## src/verilog/adc_ctrl_pkg.sv

```systemverilog
// constants for the converter control and synchronisation block
package adc_ctrl_pkg;
    // ==========================================================
    // register offsets (byte addresses)
    localparam logic [7:0] ctrl_off = 8'h00;
    localparam logic [7:0] data_off = 8'h04;
    localparam logic [7:0] status_off = 8'h08;
    localparam logic [7:0] rate_off = 8'h0c;
    // ==========================================================
    // control field positions
    localparam int burnout_bit = 0;
    localparam int excitation_bit = 1;
    localparam int polarity_bit = 2;
    localparam int mode_lsb = 4;
    localparam int mode_w = 3;
    localparam int chan_lsb = 8;
    localparam int chan_w = 2;
    localparam int notch_lsb = 16;
    localparam int notch_w = 12;
    // ==========================================================
    // reset values
    localparam logic [31:0] ctrl_reset = 32'h0000_0000;
    localparam logic [11:0] notch_reset = 12'h180;
    // ==========================================================
    // timing counts and data width
    localparam int ref_div = 256;
    localparam int mod_div = 512;
    localparam int settle_periods = 4;
    localparam int cal_conv = 2;
    localparam int res_w = 24;
    // ==========================================================
    // operating modes
    typedef enum logic [2:0] {
        md_normal = 3'b000,
        md_self_cal = 3'b001,
        md_sys_zero = 3'b010,
        md_sys_full = 3'b011,
        md_sys_offs = 3'b100,
        md_bg_cal = 3'b101
    } op_mode_e;
    // channel codes
    localparam logic [1:0] ch_diff_one = 2'h0;
    localparam logic [1:0] ch_diff_two = 2'h1;
    localparam logic [1:0] ch_high_level = 2'h2;
endpackage

```

## src/verilog/adc_ctrl.sv

```systemverilog
// control, conversion timing and register slave of the converter
`timescale 1ns/1ps
module adc_ctrl
    import adc_ctrl_pkg::*;
#(
    parameter int res_width = res_w
) (
    input wire logic aclk,
    input wire logic aresetn,
    input wire logic [7:0] s_axi_awaddr,
    input wire logic s_axi_awvalid,
    output logic s_axi_awready,
    input wire logic [31:0] s_axi_wdata,
    input wire logic [3:0] s_axi_wstrb,
    input wire logic s_axi_wvalid,
    output logic s_axi_wready,
    output logic [1:0] s_axi_bresp,
    output logic s_axi_bvalid,
    input wire logic s_axi_bready,
    input wire logic [7:0] s_axi_araddr,
    input wire logic s_axi_arvalid,
    output logic s_axi_arready,
    output logic [31:0] s_axi_rdata,
    output logic [1:0] s_axi_rresp,
    output logic s_axi_rvalid,
    input wire logic s_axi_rready,
    input wire logic filter_sync_n,
    input wire logic [res_width-1:0] sample_offset,
    output logic burnout_enable,
    output logic excitation_out_one,
    output logic excitation_out_two,
    output logic ref_sample,
    output logic mod_sample,
    output logic data_ready_n
);
    // ==========================================================
    // register state
    logic [31:0] ctrl_q;
    logic [res_width-1:0] data_q;
    logic [7:0] aw_q;
    logic [31:0] w_q;
    logic [3:0] ws_q;
    logic aw_have_q;
    logic w_have_q;
    logic bvalid_q;
    logic rvalid_q;
    logic [1:0] bresp_q;
    logic [1:0] rresp_q;
    logic [31:0] rdata_q;
    logic rdata_sel_data_q;
    logic cal_cmd;
    logic cal_done;
    logic ctrl_hit;
    logic cal_code;
    logic wr_fire;
    logic [31:0] ctrl_d;
    logic [notch_w-1:0] notch_select;
    logic polarity_select;
    logic [2:0] operating_mode_field;
    logic [1:0] chan_sel;

    assign s_axi_awready = !aw_have_q && !bvalid_q;
    assign s_axi_wready = !w_have_q && !bvalid_q;
    assign s_axi_bvalid = bvalid_q;
    assign s_axi_bresp = bresp_q;
    assign s_axi_arready = !rvalid_q;
    assign s_axi_rvalid = rvalid_q;
    assign s_axi_rdata = rdata_q;
    assign s_axi_rresp = rresp_q;

    // ==========================================================
    // write channel capture
    always_ff @(posedge aclk) begin
        if (!aresetn) begin
            aw_have_q <= 1'b0;
            aw_q <= 8'h00;
        end else if (s_axi_awvalid && s_axi_awready) begin
            aw_have_q <= 1'b1;
            aw_q <= s_axi_awaddr;
        end else if (wr_fire) begin
            aw_have_q <= 1'b0;
        end
    end

    always_ff @(posedge aclk) begin
        if (!aresetn) begin
            w_have_q <= 1'b0;
            w_q <= 32'h0000_0000;
            ws_q <= 4'h0;
        end else if (s_axi_wvalid && s_axi_wready) begin
            w_have_q <= 1'b1;
            w_q <= s_axi_wdata;
            ws_q <= s_axi_wstrb;
        end else if (wr_fire) begin
            w_have_q <= 1'b0;
        end
    end

    assign wr_fire = aw_have_q && w_have_q && !bvalid_q;
    assign ctrl_hit = (aw_q[7:2] == ctrl_off[7:2]);

    always_ff @(posedge aclk) begin
        if (!aresetn) begin
            bvalid_q <= 1'b0;
            bresp_q <= 2'h0;
        end else if (wr_fire) begin
            bvalid_q <= 1'b1;
            bresp_q <= ctrl_hit ? 2'h0 : 2'h2;
        end else if (s_axi_bready) begin
            bvalid_q <= 1'b0;
        end
    end

    // ==========================================================
    // control register with byte enables
    always_comb begin
        ctrl_d = ctrl_q;
        for (int i = 0; i < 4; i++) begin
            if (ws_q[i]) begin
                ctrl_d[8*i +: 8] = w_q[8*i +: 8];
            end
        end
    end

    // calibration command: write of a calibration mode code
    assign cal_code = w_q[mode_lsb +: mode_w] inside {md_self_cal, md_sys_zero,
        md_sys_full, md_sys_offs, md_bg_cal};
    assign cal_cmd = wr_fire && ctrl_hit && ws_q[0] && cal_code;

    always_ff @(posedge aclk) begin
        if (!aresetn) begin
            ctrl_q <= ctrl_reset;
        end else if (wr_fire && ctrl_hit) begin
            ctrl_q <= ctrl_d;
        end else if (cal_done) begin
            ctrl_q[mode_lsb +: mode_w] <= (operating_mode_field == md_bg_cal)
                ? md_bg_cal : md_normal;
        end
    end

    // ==========================================================
    // control field decode
    assign notch_select = (ctrl_q[notch_lsb +: notch_w] == '0)
        ? notch_reset : ctrl_q[notch_lsb +: notch_w];
    assign polarity_select = ctrl_q[polarity_bit];
    assign operating_mode_field = ctrl_q[mode_lsb +: mode_w];
    assign chan_sel = ctrl_q[chan_lsb +: chan_w];

    // ==========================================================
    // analog switch controls
    logic [1:0] exc_drive;
    assign burnout_enable = ctrl_q[burnout_bit];
    for (genvar g = 0; g < 2; g++) begin : g_exc
        assign exc_drive[g] = ctrl_q[excitation_bit];
    end
    assign excitation_out_one = exc_drive[0];
    assign excitation_out_two = exc_drive[1];

    // ==========================================================
    // master clock dividers, scale with aclk
    logic [7:0] ref_cnt_q;
    logic [8:0] mod_cnt_q;
    logic mod_tick;
    logic ref_tick;
    always_ff @(posedge aclk) begin
        if (!aresetn) begin
            ref_cnt_q <= 8'h00;
        end else begin
            ref_cnt_q <= ref_cnt_q + 8'h01;
        end
    end
    assign ref_tick = (ref_cnt_q == 8'(ref_div - 1));

    // ==========================================================
    // filter sync edge detect and filter reset
    logic sync_prev_q;
    logic sync_fall;
    logic filt_rst;
    always_ff @(posedge aclk) begin
        if (!aresetn) begin
            sync_prev_q <= 1'b1;
        end else begin
            sync_prev_q <= filter_sync_n;
        end
    end
    assign sync_fall = sync_prev_q && !filter_sync_n;
    assign filt_rst = sync_fall || cal_cmd;

    always_ff @(posedge aclk) begin
        if (!aresetn || filt_rst) begin
            mod_cnt_q <= 9'h000;
        end else begin
            mod_cnt_q <= mod_cnt_q + 9'h001;
        end
    end
    assign mod_tick = (mod_cnt_q == 9'(mod_div - 1));

    // ==========================================================
    // sample strobes from flip-flops
    logic ref_sample_q;
    logic mod_sample_q;
    always_ff @(posedge aclk) begin
        if (!aresetn) begin
            ref_sample_q <= 1'b0;
            mod_sample_q <= 1'b0;
        end else begin
            ref_sample_q <= ref_tick;
            mod_sample_q <= mod_tick;
        end
    end
    assign ref_sample = ref_sample_q;
    assign mod_sample = mod_sample_q;

    // ==========================================================
    // decimation: one output word per notch period
    logic [notch_w-1:0] dec_cnt_q;
    logic out_tick;
    logic [2:0] settle_q;
    logic settled;
    always_ff @(posedge aclk) begin
        if (!aresetn || filt_rst) begin
            dec_cnt_q <= '0;
        end else if (mod_tick) begin
            dec_cnt_q <= (dec_cnt_q >= notch_select - 1'b1) ? '0 : dec_cnt_q + 1'b1;
        end
    end
    assign out_tick = mod_tick && (dec_cnt_q >= notch_select - 1'b1);

    // ==========================================================
    // settle counter: four periods after filter reset
    always_ff @(posedge aclk) begin
        if (!aresetn || filt_rst) begin
            settle_q <= 3'h0;
        end else if (out_tick && !settled) begin
            settle_q <= settle_q + 3'h1;
        end
    end
    assign settled = (settle_q >= 3'(settle_periods - 1));

    // ==========================================================
    // calibration sequencing: conversions counted in output periods
    logic cal_busy_q;
    logic [2:0] cal_cnt_q;
    always_ff @(posedge aclk) begin
        if (!aresetn) begin
            cal_busy_q <= 1'b0;
            cal_cnt_q <= 3'h0;
        end else if (cal_cmd) begin
            cal_busy_q <= 1'b1;
            cal_cnt_q <= 3'h0;
        end else if (cal_busy_q && out_tick && settled) begin
            cal_cnt_q <= cal_cnt_q + 3'h1;
            if (cal_cnt_q == 3'(cal_conv - 1)) begin
                cal_busy_q <= 1'b0;
            end
        end
    end
    assign cal_done = cal_busy_q && out_tick && settled && (cal_cnt_q == 3'(cal_conv - 1));

    // ==========================================================
    // output coding and data register
    logic bipolar;
    logic [res_width-1:0] coded;
    logic word_new;
    logic rd_clear;
    assign bipolar = polarity_select && (chan_sel != ch_high_level);
    assign coded = bipolar
        ? {~sample_offset[res_width-1], sample_offset[res_width-2:0]}
        : sample_offset;
    assign word_new = out_tick && settled && !cal_busy_q;
    assign rd_clear = rvalid_q && s_axi_rready && rdata_sel_data_q;

    always_ff @(posedge aclk) begin
        if (!aresetn) begin
            data_q <= '0;
        end else if (word_new) begin
            data_q <= coded;
        end
    end

    // ==========================================================
    // data ready: high during calibration and settling, low on fresh word
    always_ff @(posedge aclk) begin
        if (!aresetn) begin
            data_ready_n <= 1'b1;
        end else if (cal_done) begin
            data_ready_n <= 1'b0;
        end else if (filt_rst) begin
            data_ready_n <= 1'b1;
        end else if (word_new) begin
            data_ready_n <= 1'b0;
        end else if (rd_clear) begin
            data_ready_n <= 1'b1;
        end
    end

    // ==========================================================
    // read channel, any time
    always_ff @(posedge aclk) begin
        if (!aresetn) begin
            rvalid_q <= 1'b0;
            rdata_q <= 32'h0000_0000;
            rresp_q <= 2'h0;
            rdata_sel_data_q <= 1'b0;
        end else if (s_axi_arvalid && s_axi_arready) begin
            rvalid_q <= 1'b1;
            rresp_q <= 2'h0;
            rdata_sel_data_q <= 1'b0;
            unique case (s_axi_araddr[7:2])
                ctrl_off[7:2]: rdata_q <= ctrl_q;
                data_off[7:2]: begin
                    rdata_q <= 32'(data_q);
                    rdata_sel_data_q <= 1'b1;
                end
                status_off[7:2]: rdata_q <= {28'h0, settled, cal_busy_q, 1'b0, data_ready_n};
                rate_off[7:2]: rdata_q <= 32'(notch_select);
                default: begin
                    rdata_q <= 32'h0000_0000;
                    rresp_q <= 2'h2;
                end
            endcase
        end else if (s_axi_rready) begin
            rvalid_q <= 1'b0;
        end
    end
endmodule

```

## config.mk

```make
export PLATFORM = sky130hd
export DESIGN_NAME = adc_ctrl
export DESIGN_NICKNAME = d
export VERILOG_FILES = /design/src/verilog/adc_ctrl_pkg.sv /design/src/verilog/adc_ctrl.sv
export SDC_FILE = /design/constraint.sdc
export NUM_CORES = 1
export LEC_CHECK = 0
export BUFFER_PORTS_ARGS = -buffer_cell sky130_fd_sc_hd__clkbuf_2
export CAP_MARGIN = 20
export CORE_UTILIZATION = 45
export CTS_BUF_LIST = sky130_fd_sc_hd__clkbuf_8
export CTS_CLUSTER_DIAMETER = 120
export DETAILED_ROUTE_END_ITERATION = 10
export GPL_TIMING_DRIVEN = 0
export MAX_ROUTING_LAYER = met4
export PLACE_DENSITY = 0.64
export SYNTH_ARGS = -nofsm -noshare
export SYNTH_HDL_FRONTEND = slang
export SYNTH_SLANG_ARGS = --single-unit
```

## constraint.sdc

```tcl
create_clock -name aclk -period 7.65 [get_ports aclk]
set_input_delay 0.3825 -clock aclk [delete_from_list [all_inputs] [get_ports aclk]]
set_output_delay 0.3825 -clock aclk [all_outputs]
set_load 0.02 [all_outputs]
```

Word-level counts from Yosys, hierarchy flattened. Index checks and enable logic that the tools add are counted.

Add/sub/neg operators: 6. Magnitude comparators: 2. Eq/ne operators: 14. Mux-type cells: 25. Bitwise logic cells: 2. Reduce and logical (&&, ||, !) cells: 51.

Operators with widths (number): $pmux 32 s4 (1); $mux 12 (2); $mux 24 (1); $logic_and 1x1->1 (21); $mux 1 (15); $reduce_bool 2->1 (7); $add 12x1->12 const B (1); $eq 6x2->1 const B (2); $ge 12x12->1 (1); $logic_not 12->1 (1); $logic_not 6->1 (2); $reduce_and 2->1 (6); $sub 12x1->12 const B (1); $add 9x1->9 const B (1); $eq 3x3->1 const B (3); $eq 9x9->1 const B (1); $mux 3 (3); $add 8x1->8 const B (1); $eq 8x8->1 const B (1); $logic_not 1->1 (8); $mux 7 (1); $add 3x1->3 const B (2); $eq 3x1->1 const B (2); $eq 3x2->1 const B (2); other kinds (10) (14).

Bits in registers: 181. Input bits: 84. Output and inout bits: 47. Logic and storage cells: 127.

Depth between registers and ports, before layout. Gate-level depths: netlist (run 1).

Depth after elaboration: 10. Depth in mapped cells: 16. Depth with buffers taken out: 14.

Least setup slack after synthesis (run 1). No wires, ideal clock.

Path type: register to register. From: reg ctrl_q[18]. To: reg data_q[10]. Data arrival time: 3152 ps. Slack: 4426 ps. Stages on the path, launching flop included: 16. Path buffers: 2. Clock period less this slack: 3224 ps. Cell sequence: dfxtp_1 buf_6 nor4_4 nand2_2 nor4_4 nor2_2 or3b_1 a22oi_1 ha_1 nand2_1 o21ai_0 a41oi_1 o21a_1 nor3_4 buf_2 mux2i_1.

Longest elaborated chain between the ends: 7.

Ends and longest elaborated chain: start: declaration (line adc_ctrl.sv:38) `logic [31:0] ctrl_q;`; start signal: assignment (line adc_ctrl.sv:132) `ctrl_q <= ctrl_reset;`; start signal: assignment (line adc_ctrl.sv:134) `ctrl_q <= ctrl_d;`; start signal: indexed assignment (line adc_ctrl.sv:136) `ctrl_q[mode_lsb +: mode_w] <= (operating_mode_field == md_bg_cal)`; $logic_not 12->1 (line adc_ctrl.sv:143) `assign notch_select = (ctrl_q[notch_lsb +: notch_w] == '0)`; $mux 12 (*) (line adc_ctrl.sv:144) `? notch_reset : ctrl_q[notch_lsb +: notch_w];`; $sub 12x1->12 (*) (line adc_ctrl.sv:227) `assign out_tick = mod_tick && (dec_cnt_q >= notch_select - 1'b1);`; $ge 12x12->1 (*) (line adc_ctrl.sv:227); $logic_and 1x1->1 (*) (line adc_ctrl.sv:227); $logic_and 1x1->1 (*) (2 in a row) (line adc_ctrl.sv:270) `assign word_new = out_tick && settled && !cal_busy_q;`; end signal: assignment (line adc_ctrl.sv:277) `data_q <= coded;`; end: declaration (line adc_ctrl.sv:39) `logic [res_width-1:0] data_q;`.

Every way passes the cells marked *; elsewhere a longest branch is shown, timed or not. A chain may end at the register's enable or synchronous reset.

Final worst setup path (run 1).
From: reg ctrl_q[20]. To: reg data_q[17].

Same word-level chain as after synthesis.

==> flow_summary.html, run 1 <==
<table>
<tr><th>Metric</th><th>Value</th></tr>
<tr><th colspan="2">Floorplanning</th></tr>
<tr><td>Die Area</td><td>18000 um^2</td></tr>
<tr><td>Die Wd</td><td>134 um</td></tr>
<tr><td>I/O pin count</td><td>131</td></tr>
<tr><td>Floorplan row count</td><td>47</td></tr>
<tr><td>Initial core utilization</td><td>46.8%</td></tr>
<tr><td>Height of the die</td><td>134 um</td></tr>
<tr><td>Area of the core</td><td>16800 um^2</td></tr>
<tr><th colspan="2">Timing</th></tr>
<tr><td>Final worst-path cycle share</td><td>49.3%</td></tr>
<tr><td>Timing-limited maximum frequency</td><td>0.265 GHz</td></tr>
<tr><td>Final setup TNS</td><td>0 ns</td></tr>
<tr><td>Tightest Pin Transition</td><td>0.936 ns</td></tr>
<tr><td>Final number of setup-violating endpoints</td><td>0</td></tr>
<tr><td>Fin Clk Skew</td><td>0.00888 ns</td></tr>
<tr><td>Slew HR</td><td>37.2%</td></tr>
<tr><td>Final hold violation count</td><td>0</td></tr>
<tr><td>Final Slew Violations</td><td>0</td></tr>
<tr><td>Setup repair after global routing missed its margin</td><td>no</td></tr>
<tr><td>Post-layout minimum cycle time</td><td>3.77 ns</td></tr>
<tr><th colspan="2">Worst setup path</th></tr>
<tr><td>Critical Path AT</td><td>4.18 ns</td></tr>
<tr><td>Data required, critical path</td><td>8.06 ns</td></tr>
<tr><td>Worst path bufs/invs</td><td>1</td></tr>
<tr><td>Cell with the largest stage delay on the worst path</td><td>sky130_fd_sc_hd__dfxtp_1</td></tr>
<tr><td>CP most frequent cell</td><td>sky130_fd_sc_hd__nor4_4</td></tr>
<tr><td>Kind of start point of the critical path</td><td>flip-flop</td></tr>
<tr><td>Crit path max-delay family</td><td>simple AND/OR/NAND/NOR gates</td></tr>
<tr><td>Largest incremental delay on the critical path</td><td>0.47 ns</td></tr>
<tr><td>CP endpoint kind</td><td>flip-flop</td></tr>
<tr><td>Cell-by-cell listing of the critical path</td><td>nor4_4, nand2_2, nor4_4, nor2_2, or3b_1, a22oi_1, ha_1, nand2_1, nor2_1, a41oi_1, o21a_1, nor3_4, buf_2, mux2i_1</td></tr>
<tr><td>Classification of the worst setup path</td><td>flip-flop to flip-flop</td></tr>
<tr><td>Largest fanout of any net on the critical path</td><td>10</td></tr>
<tr><th colspan="2">CTS</th></tr>
<tr><td>Clock network latency to the later pin of the worst-skew pair</td><td>0.47 ns</td></tr>
<tr><td>Number of buffers inserted during clock tree synthesis</td><td>17</td></tr>
<tr><td>Number of sinks handled by clock tree synthesis</td><td>177</td></tr>
<tr><td>Clock edge transition at the registers on the reported setup and hold paths</td><td>0.09 ns</td></tr>
<tr><td>Number of hold buffers added after cts</td><td>0</td></tr>
<tr><td>Cell at the root of the clock tree</td><td>sky130_fd_sc_hd__clkbuf_8</td></tr>
<tr><td>CTS tree</td><td>built</td></tr>
<tr><td>CTS-repair resized insts</td><td>0</td></tr>
<tr><td>Maximum level of the CTS H-tree</td><td>4</td></tr>
<tr><td>Number of post-CTS setup repair buffers</td><td>0</td></tr>
<tr><td>CTS max path bufs</td><td>2</td></tr>
<tr><th colspan="2">Detailed routing</th></tr>
<tr><td>Routed vias</td><td>6456</td></tr>
<tr><td>Drt initial violations</td><td>356</td></tr>
<tr><td>Detailed-router iteration count before antenna repair</td><td>5</td></tr>
<tr><td>Highest metal layer with signal wires</td><td>met4</td></tr>
<tr><td>Routed wire per std cell</td><td>15.5 um</td></tr>
<tr><td>DRC</td><td>0</td></tr>
<tr><td>Sum of routed wire length over all layers</td><td>19600 um</td></tr>
<tr><td>Post-Route M1 WL</td><td>9430 um</td></tr>
<tr><td>Total length of routed met2 wires</td><td>9060 um</td></tr>
<tr><td>Wire length on met3</td><td>804 um</td></tr>
<tr><td>Drt via density</td><td>5.10</td></tr>
<tr><td>Number of nets with antenna violations after detailed routing</td><td>0</td></tr>
<tr><th colspan="2">Placed design</th></tr>
<tr><td>Placed Cells</td><td>1233</td></tr>
<tr><td>HPWL after detailed placement</td><td>15100 um</td></tr>
<tr><td>Final weighted congestion of routability-driven global placement</td><td>0.867</td></tr>
<tr><td>Port Buf Inserts</td><td>123</td></tr>
<tr><td>Placed inst area</td><td>8760 um^2</td></tr>
<tr><th colspan="2">Logic synthesis</th></tr>
<tr><td>Top flip-flop cell by instance count after synthesis</td><td>sky130_fd_sc_hd__dfxtp_1</td></tr>
<tr><td>Leading cell type by number of instances after synthesis</td><td>sky130_fd_sc_hd__nand2_1</td></tr>
<tr><td>Number of warning messages in the yosys log</td><td>0</td></tr>
<tr><td>Sequential fraction of the synthesis area</td><td>45.0%</td></tr>
<tr><td>Syn Inst Count</td><td>889</td></tr>
<tr><td>Post-synth top cells</td><td>195 x sky130_fd_sc_hd__nand2_1, 177 x sky130_fd_sc_hd__dfxtp_1, 49 x sky130_fd_sc_hd__nand3_1, 41 x sky130_fd_sc_hd__clkbuf_1, 40 x sky130_fd_sc_hd__mux2i_1</td></tr>
<tr><td>Count of flip-flops with a built-in enable after synthesis</td><td>0</td></tr>
<tr><td>Post-synth design cell area</td><td>7870 um^2</td></tr>
<tr><td>Leading area contributor after synthesis</td><td>sky130_fd_sc_hd__dfxtp_1</td></tr>
<tr><td>#FFs+latches synth</td><td>177</td></tr>
<tr><td>Share of flip-flops with an asynchronous set or reset after synthesis</td><td>0%</td></tr>
<tr><td>Synth cell types</td><td>58</td></tr>
<tr><td>Synth top area share</td><td>45.0%</td></tr>
<tr><td>Most area-consuming cells after synthesis</td><td>sky130_fd_sc_hd__dfxtp_1 45%, sky130_fd_sc_hd__nand2_1 9.3%, sky130_fd_sc_hd__mux2i_1 5.1%</td></tr>
<tr><td>Syn Area/Cell</td><td>8.85 um^2</td></tr>
<tr><th colspan="2">Power and ir drop</th></tr>
<tr><td>Static leakage power</td><td>3.68 nW</td></tr>
<tr><td>Power Dens Cells</td><td>189 nW/um^2</td></tr>
<tr><td>Power consumption</td><td>1.73 mW</td></tr>
<tr><td>Worst IR drop on VDD</td><td>0.000110 V</td></tr>
<tr><th colspan="2">Finish</th></tr>
<tr><td>Final standard cell count with taps included and fillers excluded</td><td>1265</td></tr>
<tr><td>Design Area, Final</td><td>9160 um^2</td></tr>
<tr><td>Util after Layout</td><td>54.4%</td></tr>
<tr><td>Total inserted antenna cells</td><td>0</td></tr>
<tr><td>Share of layout cells above drive strength 1</td><td>17.8%</td></tr>
<tr><td>Signed area change from the synthesized netlist to the final layout</td><td>16.4%</td></tr>
<tr><td>Number of nets in the layout</td><td>1137</td></tr>
<tr><th colspan="2">Flow run</th></tr>
<tr><td>Max-cap check violation count</td><td>0</td></tr>
<tr><th colspan="2">Global route</th></tr>
<tr><td>All-Layer GR Usage</td><td>23.2%</td></tr>
<tr><td>Number of antenna violations at the first check in global routing</td><td>0</td></tr>
<tr><td>Number of global-route vias before repair</td><td>5881</td></tr>
<tr><td>Remaining Overflow, GRT</td><td>0</td></tr>
<tr><td>Maximum number of pins on one net before global-route repair</td><td>17</td></tr>
<tr><td>Wire length of the first global-routing pass</td><td>31000 um</td></tr>
<tr><th colspan="2">Run status</th></tr>
<tr><td>Run status</td><td>finished clean</td></tr>
<tr><th colspan="2">Worst hold path</th></tr>
<tr><td>Class of the tightest hold or removal check</td><td>input pin to flip-flop</td></tr>
</table>
[sequential cells by signal (all words and copies together) (netlist names), 3 cells and up]
register,cells
aw_q,6
cal_cnt_q,3
ctrl_q,32
data_q,24
dec_cnt_q,12
mod_cnt_q,9
ref_cnt_q,8
s_axi_rdata,32
settle_q,3
w_q,32
ws_q,4
[cell usage in the layout, fill, tap and decap left out, types with 4 or more instances in the layout]
| cell | instances |
|---|---|
| sky130_fd_sc_hd__nand2b_1 | 6 |
| sky130_fd_sc_hd__nand3_1 | 49 |
| sky130_fd_sc_hd__and3_1 | 9 |
| sky130_fd_sc_hd__a21boi_0 | 38 |
| sky130_fd_sc_hd__a21boi_1 | 39 |
| sky130_fd_sc_hd__xor2_1 | 19 |
| sky130_fd_sc_hd__or3_1 | 5 |
| sky130_fd_sc_hd__o21ai_0 | 22 |
| sky130_fd_sc_hd__mux2i_1 | 40 |
| sky130_fd_sc_hd__a22o_1 | 12 |
| sky130_fd_sc_hd__nor2_1 | 36 |
| sky130_fd_sc_hd__and2_1 | 16 |
| sky130_fd_sc_hd__dfxtp_1 | 177 |
| sky130_fd_sc_hd__nand2_1 | 195 |
| sky130_fd_sc_hd__buf_2 | 8 |
| sky130_fd_sc_hd__a21oi_1 | 19 |
| sky130_fd_sc_hd__xnor2_1 | 12 |
| sky130_fd_sc_hd__ha_1 | 21 |
| sky130_fd_sc_hd__clkinv_4 | 4 |
| sky130_fd_sc_hd__o21ai_1 | 5 |
| sky130_fd_sc_hd__buf_4 | 6 |
| sky130_fd_sc_hd__inv_1 | 10 |
| sky130_fd_sc_hd__nor2b_1 | 32 |
| sky130_fd_sc_hd__a22oi_1 | 21 |
| sky130_fd_sc_hd__clkbuf_8 | 21 |
| sky130_fd_sc_hd__clkbuf_2 | 123 |
| sky130_fd_sc_hd__clkbuf_1 | 41 |
[logic make-up after synthesis]
kind of cell / share of synthesized area [%]
and+or+nand+nor: 23.0
DFF: 45.0
AOI/OAI and AO/OA: 15.6
buffers and inverters: 3.94
muxes: 5.56
xor gates and xnor gates: 3.45
adders and majority gates: 3.34
other: 0.0476
[layer usage]
metal | GRT usage (%) | vias to the layer above
li1 | - | 3327
met1 | 30.7 | 2955
met2 | 35.8 | 146
met3 | 3.89 | 28
met4 | 8.36 | 0
met5 | - | -
[stage by stage]
| step | setup slack, ns | hold slack (ns) |
|---|---|---|
| after floorplan | 4.43 | 0.412 |
| after global placement | 3.93 | 0.435 |
| after detailed placement | 3.87 | 0.436 |
| after CTS | 3.86 | 0.104 |
| after global routing | 3.53 | 0.116 |
| final | 3.88 | 0.124 |
[path summary, 6_finish.rpt]
kind | slack, ns | start | cells after the start | endpoint
max | 3.88 | ctrl_q[20] | 14 | data_q[17]
min | 0.12 | s_axi_rready | 2 | s_axi_rvalid
max reg2reg | 3.88 | ctrl_q[20] | 14 | data_q[17]
min reg2reg | 0.45 | s_axi_rdata[28] | 2 | s_axi_rdata[28]
[layout make-up]
class	instances	area [um^2]
plain buffers	59	273
clock buffers	21	289
clock inverters	11	104
fillers	1656	7660
inverters	10	37.5
multi-input cells	644	4020
flip-flops and latches	177	3540
well taps	220	275
repair buffers	123	616
[power by group]
part / switching, mW / leakage, nW / internal [mW]
sequential: 0.0142 / 1.43 / 0.942
clock: 0.343 / 0.198 / 0.293
combinational: 0.0839 / 2.05 / 0.0542
total: 0.441 / 3.68 / 1.29
No activity file was read; power rests on OpenSTA's default activity.
==> inputs of run 2 (changes only) <==
ABC_AREA = 1   (was default)
PLACE_DENSITY = 0.67   (was 0.64)
clock period = 3.08 ns   (was 7.65 ns; I/O delays follow)
==> run 2 against run 1 <==
Synthesized cell count increased by 9.9%. Fmax grew 24%. Largest power group unchanged. Cell area increased by 7.5%. Die area is 4.3% lower. Sequential share of layout area down 2.6 points. Non-clock buffer count up 73.
==> flow_summary.html, run 2 <==
<table>
<tr><th>Metric</th><th>Value</th></tr>
<tr><th colspan="2">Logic synthesis</th></tr>
<tr><td>Most area-consuming cells after synthesis</td><td>sky130_fd_sc_hd__dfxtp_1 47%, sky130_fd_sc_hd__nand2_1 7.7%, sky130_fd_sc_hd__nor2_1 7.0%</td></tr>
<tr><td>Count of flip-flops with a built-in enable after synthesis</td><td>0 (unchanged)</td></tr>
<tr><td>Syn Area/Cell</td><td>7.70 um^2 (-13%)</td></tr>
<tr><td>Leading area contributor after synthesis</td><td>sky130_fd_sc_hd__dfxtp_1</td></tr>
<tr><td>Synth top area share</td><td>47.1% (+2.1 points)</td></tr>
<tr><td>Top flip-flop cell by instance count after synthesis</td><td>sky130_fd_sc_hd__dfxtp_1</td></tr>
<tr><td>Syn Inst Count</td><td>977 (+9.9%)</td></tr>
<tr><td>Number of warning messages in the yosys log</td><td>0 (unchanged)</td></tr>
<tr><td>#FFs+latches synth</td><td>177 (unchanged)</td></tr>
<tr><td>Share of flip-flops with an asynchronous set or reset after synthesis</td><td>0% (unchanged)</td></tr>
<tr><td>Sequential fraction of the synthesis area</td><td>47.1% (+2.1 points)</td></tr>
<tr><td>Post-synth design cell area</td><td>7530 um^2 (-4.4%)</td></tr>
<tr><td>Synth cell types</td><td>43 (-26%)</td></tr>
<tr><td>Leading cell type by number of instances after synthesis</td><td>sky130_fd_sc_hd__dfxtp_1</td></tr>
<tr><td>Post-synth top cells</td><td>177 x sky130_fd_sc_hd__dfxtp_1, 154 x sky130_fd_sc_hd__nand2_1, 140 x sky130_fd_sc_hd__nor2_1, 103 x sky130_fd_sc_hd__inv_1, 98 x sky130_fd_sc_hd__a21oi_1</td></tr>
<tr><th colspan="2">CTS</th></tr>
<tr><td>Clock network latency to the later pin of the worst-skew pair</td><td>0.48 ns (about the same)</td></tr>
<tr><td>Number of buffers inserted during clock tree synthesis</td><td>17 (unchanged)</td></tr>
<tr><td>Maximum level of the CTS H-tree</td><td>4 (unchanged)</td></tr>
<tr><td>CTS tree</td><td>built</td></tr>
<tr><td>CTS max path bufs</td><td>2 (unchanged)</td></tr>
<tr><td>Number of sinks handled by clock tree synthesis</td><td>177 (unchanged)</td></tr>
<tr><td>Cell at the root of the clock tree</td><td>sky130_fd_sc_hd__clkbuf_8</td></tr>
<tr><td>Clock edge transition at the registers on the reported setup and hold paths</td><td>0.11 ns (+0.02 ns)</td></tr>
<tr><th colspan="2">Finish</th></tr>
<tr><td>Total inserted antenna cells</td><td>0 (unchanged)</td></tr>
<tr><td>Signed area change from the synthesized netlist to the final layout</td><td>30.8%</td></tr>
<tr><td>Filler Cells Inserted</td><td>1479 (-11%)</td></tr>
<tr><td>Commonest cells after routing, fill and taps aside</td><td>173 x sky130_fd_sc_hd__dfxtp_1, 150 x sky130_fd_sc_hd__nand2_1, 138 x sky130_fd_sc_hd__nor2_1</td></tr>
<tr><td>Design Area, Final</td><td>9850 um^2 (+7.5%)</td></tr>
<tr><td>Number of nets in the layout</td><td>1308 (+15%)</td></tr>
<tr><td>Sequential Area</td><td>3550 um^2 (+0.28%)</td></tr>
<tr><td>Most common cell after layout, fill and taps aside</td><td>sky130_fd_sc_hd__dfxtp_1</td></tr>
<tr><td>Share of layout cells above drive strength 1</td><td>21.0% (+3.2 points)</td></tr>
<tr><td>Area of the multi-input gates</td><td>3480 um^2 (-13%)</td></tr>
<tr><th colspan="2">Placed design</th></tr>
<tr><td>HPWL after detailed placement</td><td>14500 um (-3.6%)</td></tr>
<tr><td>Placed inst area</td><td>8420 um^2 (-3.9%)</td></tr>
<tr><td>Port Buf Inserts</td><td>124 (+0.81%)</td></tr>
<tr><td>Final weighted congestion of routability-driven global placement</td><td>0.855 (-1.5%)</td></tr>
<tr><td>Placement Setup Slack</td><td>-0.380 ns (-4.25 ns)</td></tr>
<tr><th colspan="2">Floorplanning</th></tr>
<tr><td>Initial core utilization</td><td>46.7% (-0.093 points)</td></tr>
<tr><td>I/O pin count</td><td>131 (unchanged)</td></tr>
<tr><td>Area of the core</td><td>16100 um^2 (-4.2%)</td></tr>
<tr><td>Die Area</td><td>17200 um^2 (-4.3%)</td></tr>
<tr><td>Floorplan row count</td><td>46 (-2.1%)</td></tr>
<tr><td>Height of the die</td><td>131 um (-2.2%)</td></tr>
<tr><td>Die Wd</td><td>131 um (-2.2%)</td></tr>
<tr><th colspan="2">Worst setup path</th></tr>
<tr><td>Largest fanout of any net on the critical path</td><td>10 (unchanged)</td></tr>
<tr><td>Critical Path AT</td><td>3.44 ns (-0.74 ns)</td></tr>
<tr><td>Cell-by-cell listing of the critical path</td><td>inv_1, nand2_1, nor3_4, inv_2, nand2_4, nor2_1, nand2_1, nor2_2, xor2_1, ha_1, nand2_2, nor2_4, inv_1, nor2_1, nand2_1, nand2_2, nand4_4, buf_8, buf_8, a21oi_1</td></tr>
<tr><td>Worst path bufs/invs</td><td>5 (+4)</td></tr>
<tr><td>Classification of the worst setup path</td><td>flip-flop to flip-flop</td></tr>
<tr><td>Crit path max-delay family</td><td>simple AND/OR/NAND/NOR gates</td></tr>
<tr><td>Cell with the largest stage delay on the worst path</td><td>sky130_fd_sc_hd__dfxtp_1</td></tr>
<tr><td>Data required, critical path</td><td>3.48 ns (-4.58 ns)</td></tr>
<tr><td>CP most frequent cell</td><td>sky130_fd_sc_hd__nand2_1</td></tr>
<tr><td>Kind of start point of the critical path</td><td>flip-flop</td></tr>
<tr><td>CP endpoint kind</td><td>flip-flop</td></tr>
<tr><td>Largest incremental delay on the critical path</td><td>0.36 ns (-0.11 ns)</td></tr>
<tr><th colspan="2">Worst hold path</th></tr>
<tr><td>Class of the tightest hold or removal check</td><td>input pin to flip-flop</td></tr>
<tr><th colspan="2">Power and ir drop</th></tr>
<tr><td>Share of power burned in the clock network</td><td>36.1% (-0.7 points)</td></tr>
<tr><td>Switching component of the power</td><td>1.25 mW (+180%)</td></tr>
<tr><td>Internal power of the cells</td><td>3.24 mW (+150%)</td></tr>
<tr><td>Part of the total power dissipated in combinational logic</td><td>10.5% (+2.5 points)</td></tr>
<tr><td>Share of total power consumed by net switching</td><td>27.9% (+2.4 points)</td></tr>
<tr><td>Power Dens Cells</td><td>456 nW/um^2 (+140%)</td></tr>
<tr><td>Proportion of power drawn by flip-flops and latches</td><td>53.5% (-1.8 points)</td></tr>
<tr><td>Static leakage power</td><td>4.11 nW (+12%)</td></tr>
<tr><td>Worst IR drop on VDD</td><td>0.000299 V (+170%)</td></tr>
<tr><th colspan="2">Global route</th></tr>
<tr><td>All-Layer GR Usage</td><td>24.0% (+0.71 points)</td></tr>
<tr><td>Number of global-route vias before repair</td><td>6314 (+7.4%)</td></tr>
<tr><td>Wire length of the first global-routing pass</td><td>31700 um (+2.3%)</td></tr>
<tr><td>Remaining Overflow, GRT</td><td>0 (unchanged)</td></tr>
<tr><td>Number of antenna violations at the first check in global routing</td><td>0 (unchanged)</td></tr>
<tr><td>Maximum number of pins on one net before global-route repair</td><td>19 (+2)</td></tr>
<tr><th colspan="2">Timing</th></tr>
<tr><td>Final Slew Violations</td><td>0 (unchanged)</td></tr>
<tr><td>Final number of setup-violating endpoints</td><td>0 (unchanged)</td></tr>
<tr><td>Timing-limited maximum frequency</td><td>0.329 GHz (+24%)</td></tr>
<tr><td>Final hold violation count</td><td>0 (unchanged)</td></tr>
<tr><td>Slew HR</td><td>55.1% (+18 points)</td></tr>
<tr><td>Final worst-path cycle share</td><td>98.7% (+49 points)</td></tr>
<tr><td>Fin Clk Skew</td><td>0.0182 ns (+0.00930 ns)</td></tr>
<tr><td>Post-layout minimum cycle time</td><td>3.04 ns (-0.734 ns)</td></tr>
<tr><td>Setup repair after global routing missed its margin</td><td>yes</td></tr>
<tr><td>Tightest Pin Transition</td><td>0.673 ns (-0.263 ns)</td></tr>
<tr><td>Final setup margin</td><td>0.0395 ns (-3.84 ns)</td></tr>
<tr><th colspan="2">Detailed routing</th></tr>
<tr><td>Routed vias</td><td>7076 (+9.6%)</td></tr>
<tr><td>Detailed-router iteration count before antenna repair</td><td>5 (unchanged)</td></tr>
<tr><td>Routed wire per std cell</td><td>14.3 um (-8.1%)</td></tr>
<tr><td>Number of nets with antenna violations after detailed routing</td><td>0 (unchanged)</td></tr>
<tr><td>Drt via density</td><td>4.94 (-3.2%)</td></tr>
<tr><td>DRC</td><td>0 (unchanged)</td></tr>
<tr><td>Sum of routed wire length over all layers</td><td>20400 um (+4.0%)</td></tr>
<tr><td>Drt initial violations</td><td>441 (+24%)</td></tr>
<tr><th colspan="2">Run status</th></tr>
<tr><td>Run status</td><td>finished clean</td></tr>
<tr><th colspan="2">Flow run</th></tr>
<tr><td>Max-cap check violation count</td><td>0 (unchanged)</td></tr>
</table>
run 2: changes by cell type after synthesis, moves of 38 or more:
cell	delta
sky130_fd_sc_hd__nor2_1	+104
sky130_fd_sc_hd__inv_1	+93
sky130_fd_sc_hd__a21oi_1	+79
sky130_fd_sc_hd__a21boi_0	-38
sky130_fd_sc_hd__mux2i_1	-40
sky130_fd_sc_hd__o21ai_0	+73
sky130_fd_sc_hd__nand2_1	-41
sky130_fd_sc_hd__a21boi_1	-39
run 2: worst reg2reg max path: stages, from the launching register on:
cell                      delay, ns
sky130_fd_sc_hd__dfxtp_1       0.36
sky130_fd_sc_hd__inv_1         0.18
sky130_fd_sc_hd__nand2_1       0.15
sky130_fd_sc_hd__nor3_4        0.27
sky130_fd_sc_hd__inv_2         0.11
sky130_fd_sc_hd__nand2_4       0.08
sky130_fd_sc_hd__nor2_1        0.05
sky130_fd_sc_hd__nand2_1       0.09
sky130_fd_sc_hd__nor2_2        0.04
sky130_fd_sc_hd__xor2_1        0.14
sky130_fd_sc_hd__ha_1          0.32
sky130_fd_sc_hd__nand2_2       0.08
sky130_fd_sc_hd__nor2_4        0.10
sky130_fd_sc_hd__inv_1         0.04
sky130_fd_sc_hd__nor2_1        0.09
sky130_fd_sc_hd__nand2_1       0.07
sky130_fd_sc_hd__nand2_2       0.10
sky130_fd_sc_hd__nand4_4       0.19
sky130_fd_sc_hd__buf_8         0.21
sky130_fd_sc_hd__buf_8         0.14
sky130_fd_sc_hd__a21oi_1       0.13
run 2: path summary, 6_finish.rpt:
kind | cells past startpoint | from | to | slack, ns
min | 3 | s_axi_wdata[21] | w_q[21] | 0.02
max reg2reg | 20 | ctrl_q[20] | data_q[21] | 0.04
min reg2reg | 1 | mod_cnt_q[0] | mod_cnt_q[0] | 0.46
max | 20 | ctrl_q[20] | data_q[21] | 0.04
run 2: area by class of cell:
class | instances | area share, %
buffer | 49 | 2.77
clock buffer | 17 | 2.38
clock inverter | 15 | 1.73
inverter | 109 | 4.21
multi-input combinational | 643 | 35.4
sequential | 177 | 36.1
tap | 216 | 2.74
timing repair buffer | 206 | 14.7
run 2: per-layer routing:
metal | GRT usage [%] | vias to the layer above | part of all wire, %
li1 | - | 3647 | -
met1 | 30.4 | 3199 | 46
met4 | 6.40 | 0 | 1.5
met2 | 38.8 | 204 | 48
met5 | - | - | 0
met3 | 4.75 | 26 | 4.5
run 2: cells by family after synthesis:
| logic type | Yosys count | share of synthesized area, % |
|---|---|---|
| simple gates | 360 | 21.0 |
| xor+xnor | 18 | 2.09 |
| compound gates | 242 | 17.8 |
| fa+ha+maj | 21 | 3.49 |
| buf+inv | 158 | 8.53 |
| flops | 177 | 47.1 |
| other cells | 1 | 0.0498 |
run 2: power groups by stage:
| stage | Clock (mW) | Combinational (mW) | Sequential (mW) |
|---|---|---|---|
| after detailed placement | 0 | 0.377 | 2.46 |
| final | 1.62 | 0.470 | 2.40 |
| after floorplan | 0 | 0.224 | 2.46 |
| after global routing | 1.74 | 0.521 | 2.41 |
| after CTS | 1.65 | 0.450 | 2.40 |
| after global placement | 0 | 0.372 | 2.45 |
run 2: metrics by stage:
stage,hold WS [ns],power [mW],util [%],setup TNS [ns],instances
finish,0.0181,4.49,61.1,0,1432
global route,0.0133,4.67,61.1,-3.63,1432
global placement,0.351,2.83,52.3,-8.10,1318
floorplan,0.248,2.68,-,0,978
CTS,0.000883,4.50,59.9,0,1423
detailed placement,0.363,2.83,52.3,-8.63,1318
run 2: what timing repair did:
action                     in CTS  in global routing
hold endpoints to repair       68                  0
setup endpoints to repair      41                 47
gates resized for setup        27                 56
pin swaps                       3                  9
hold buffers                   70                  0
setup buffers                   2                  9
gates cloned                    1                  0
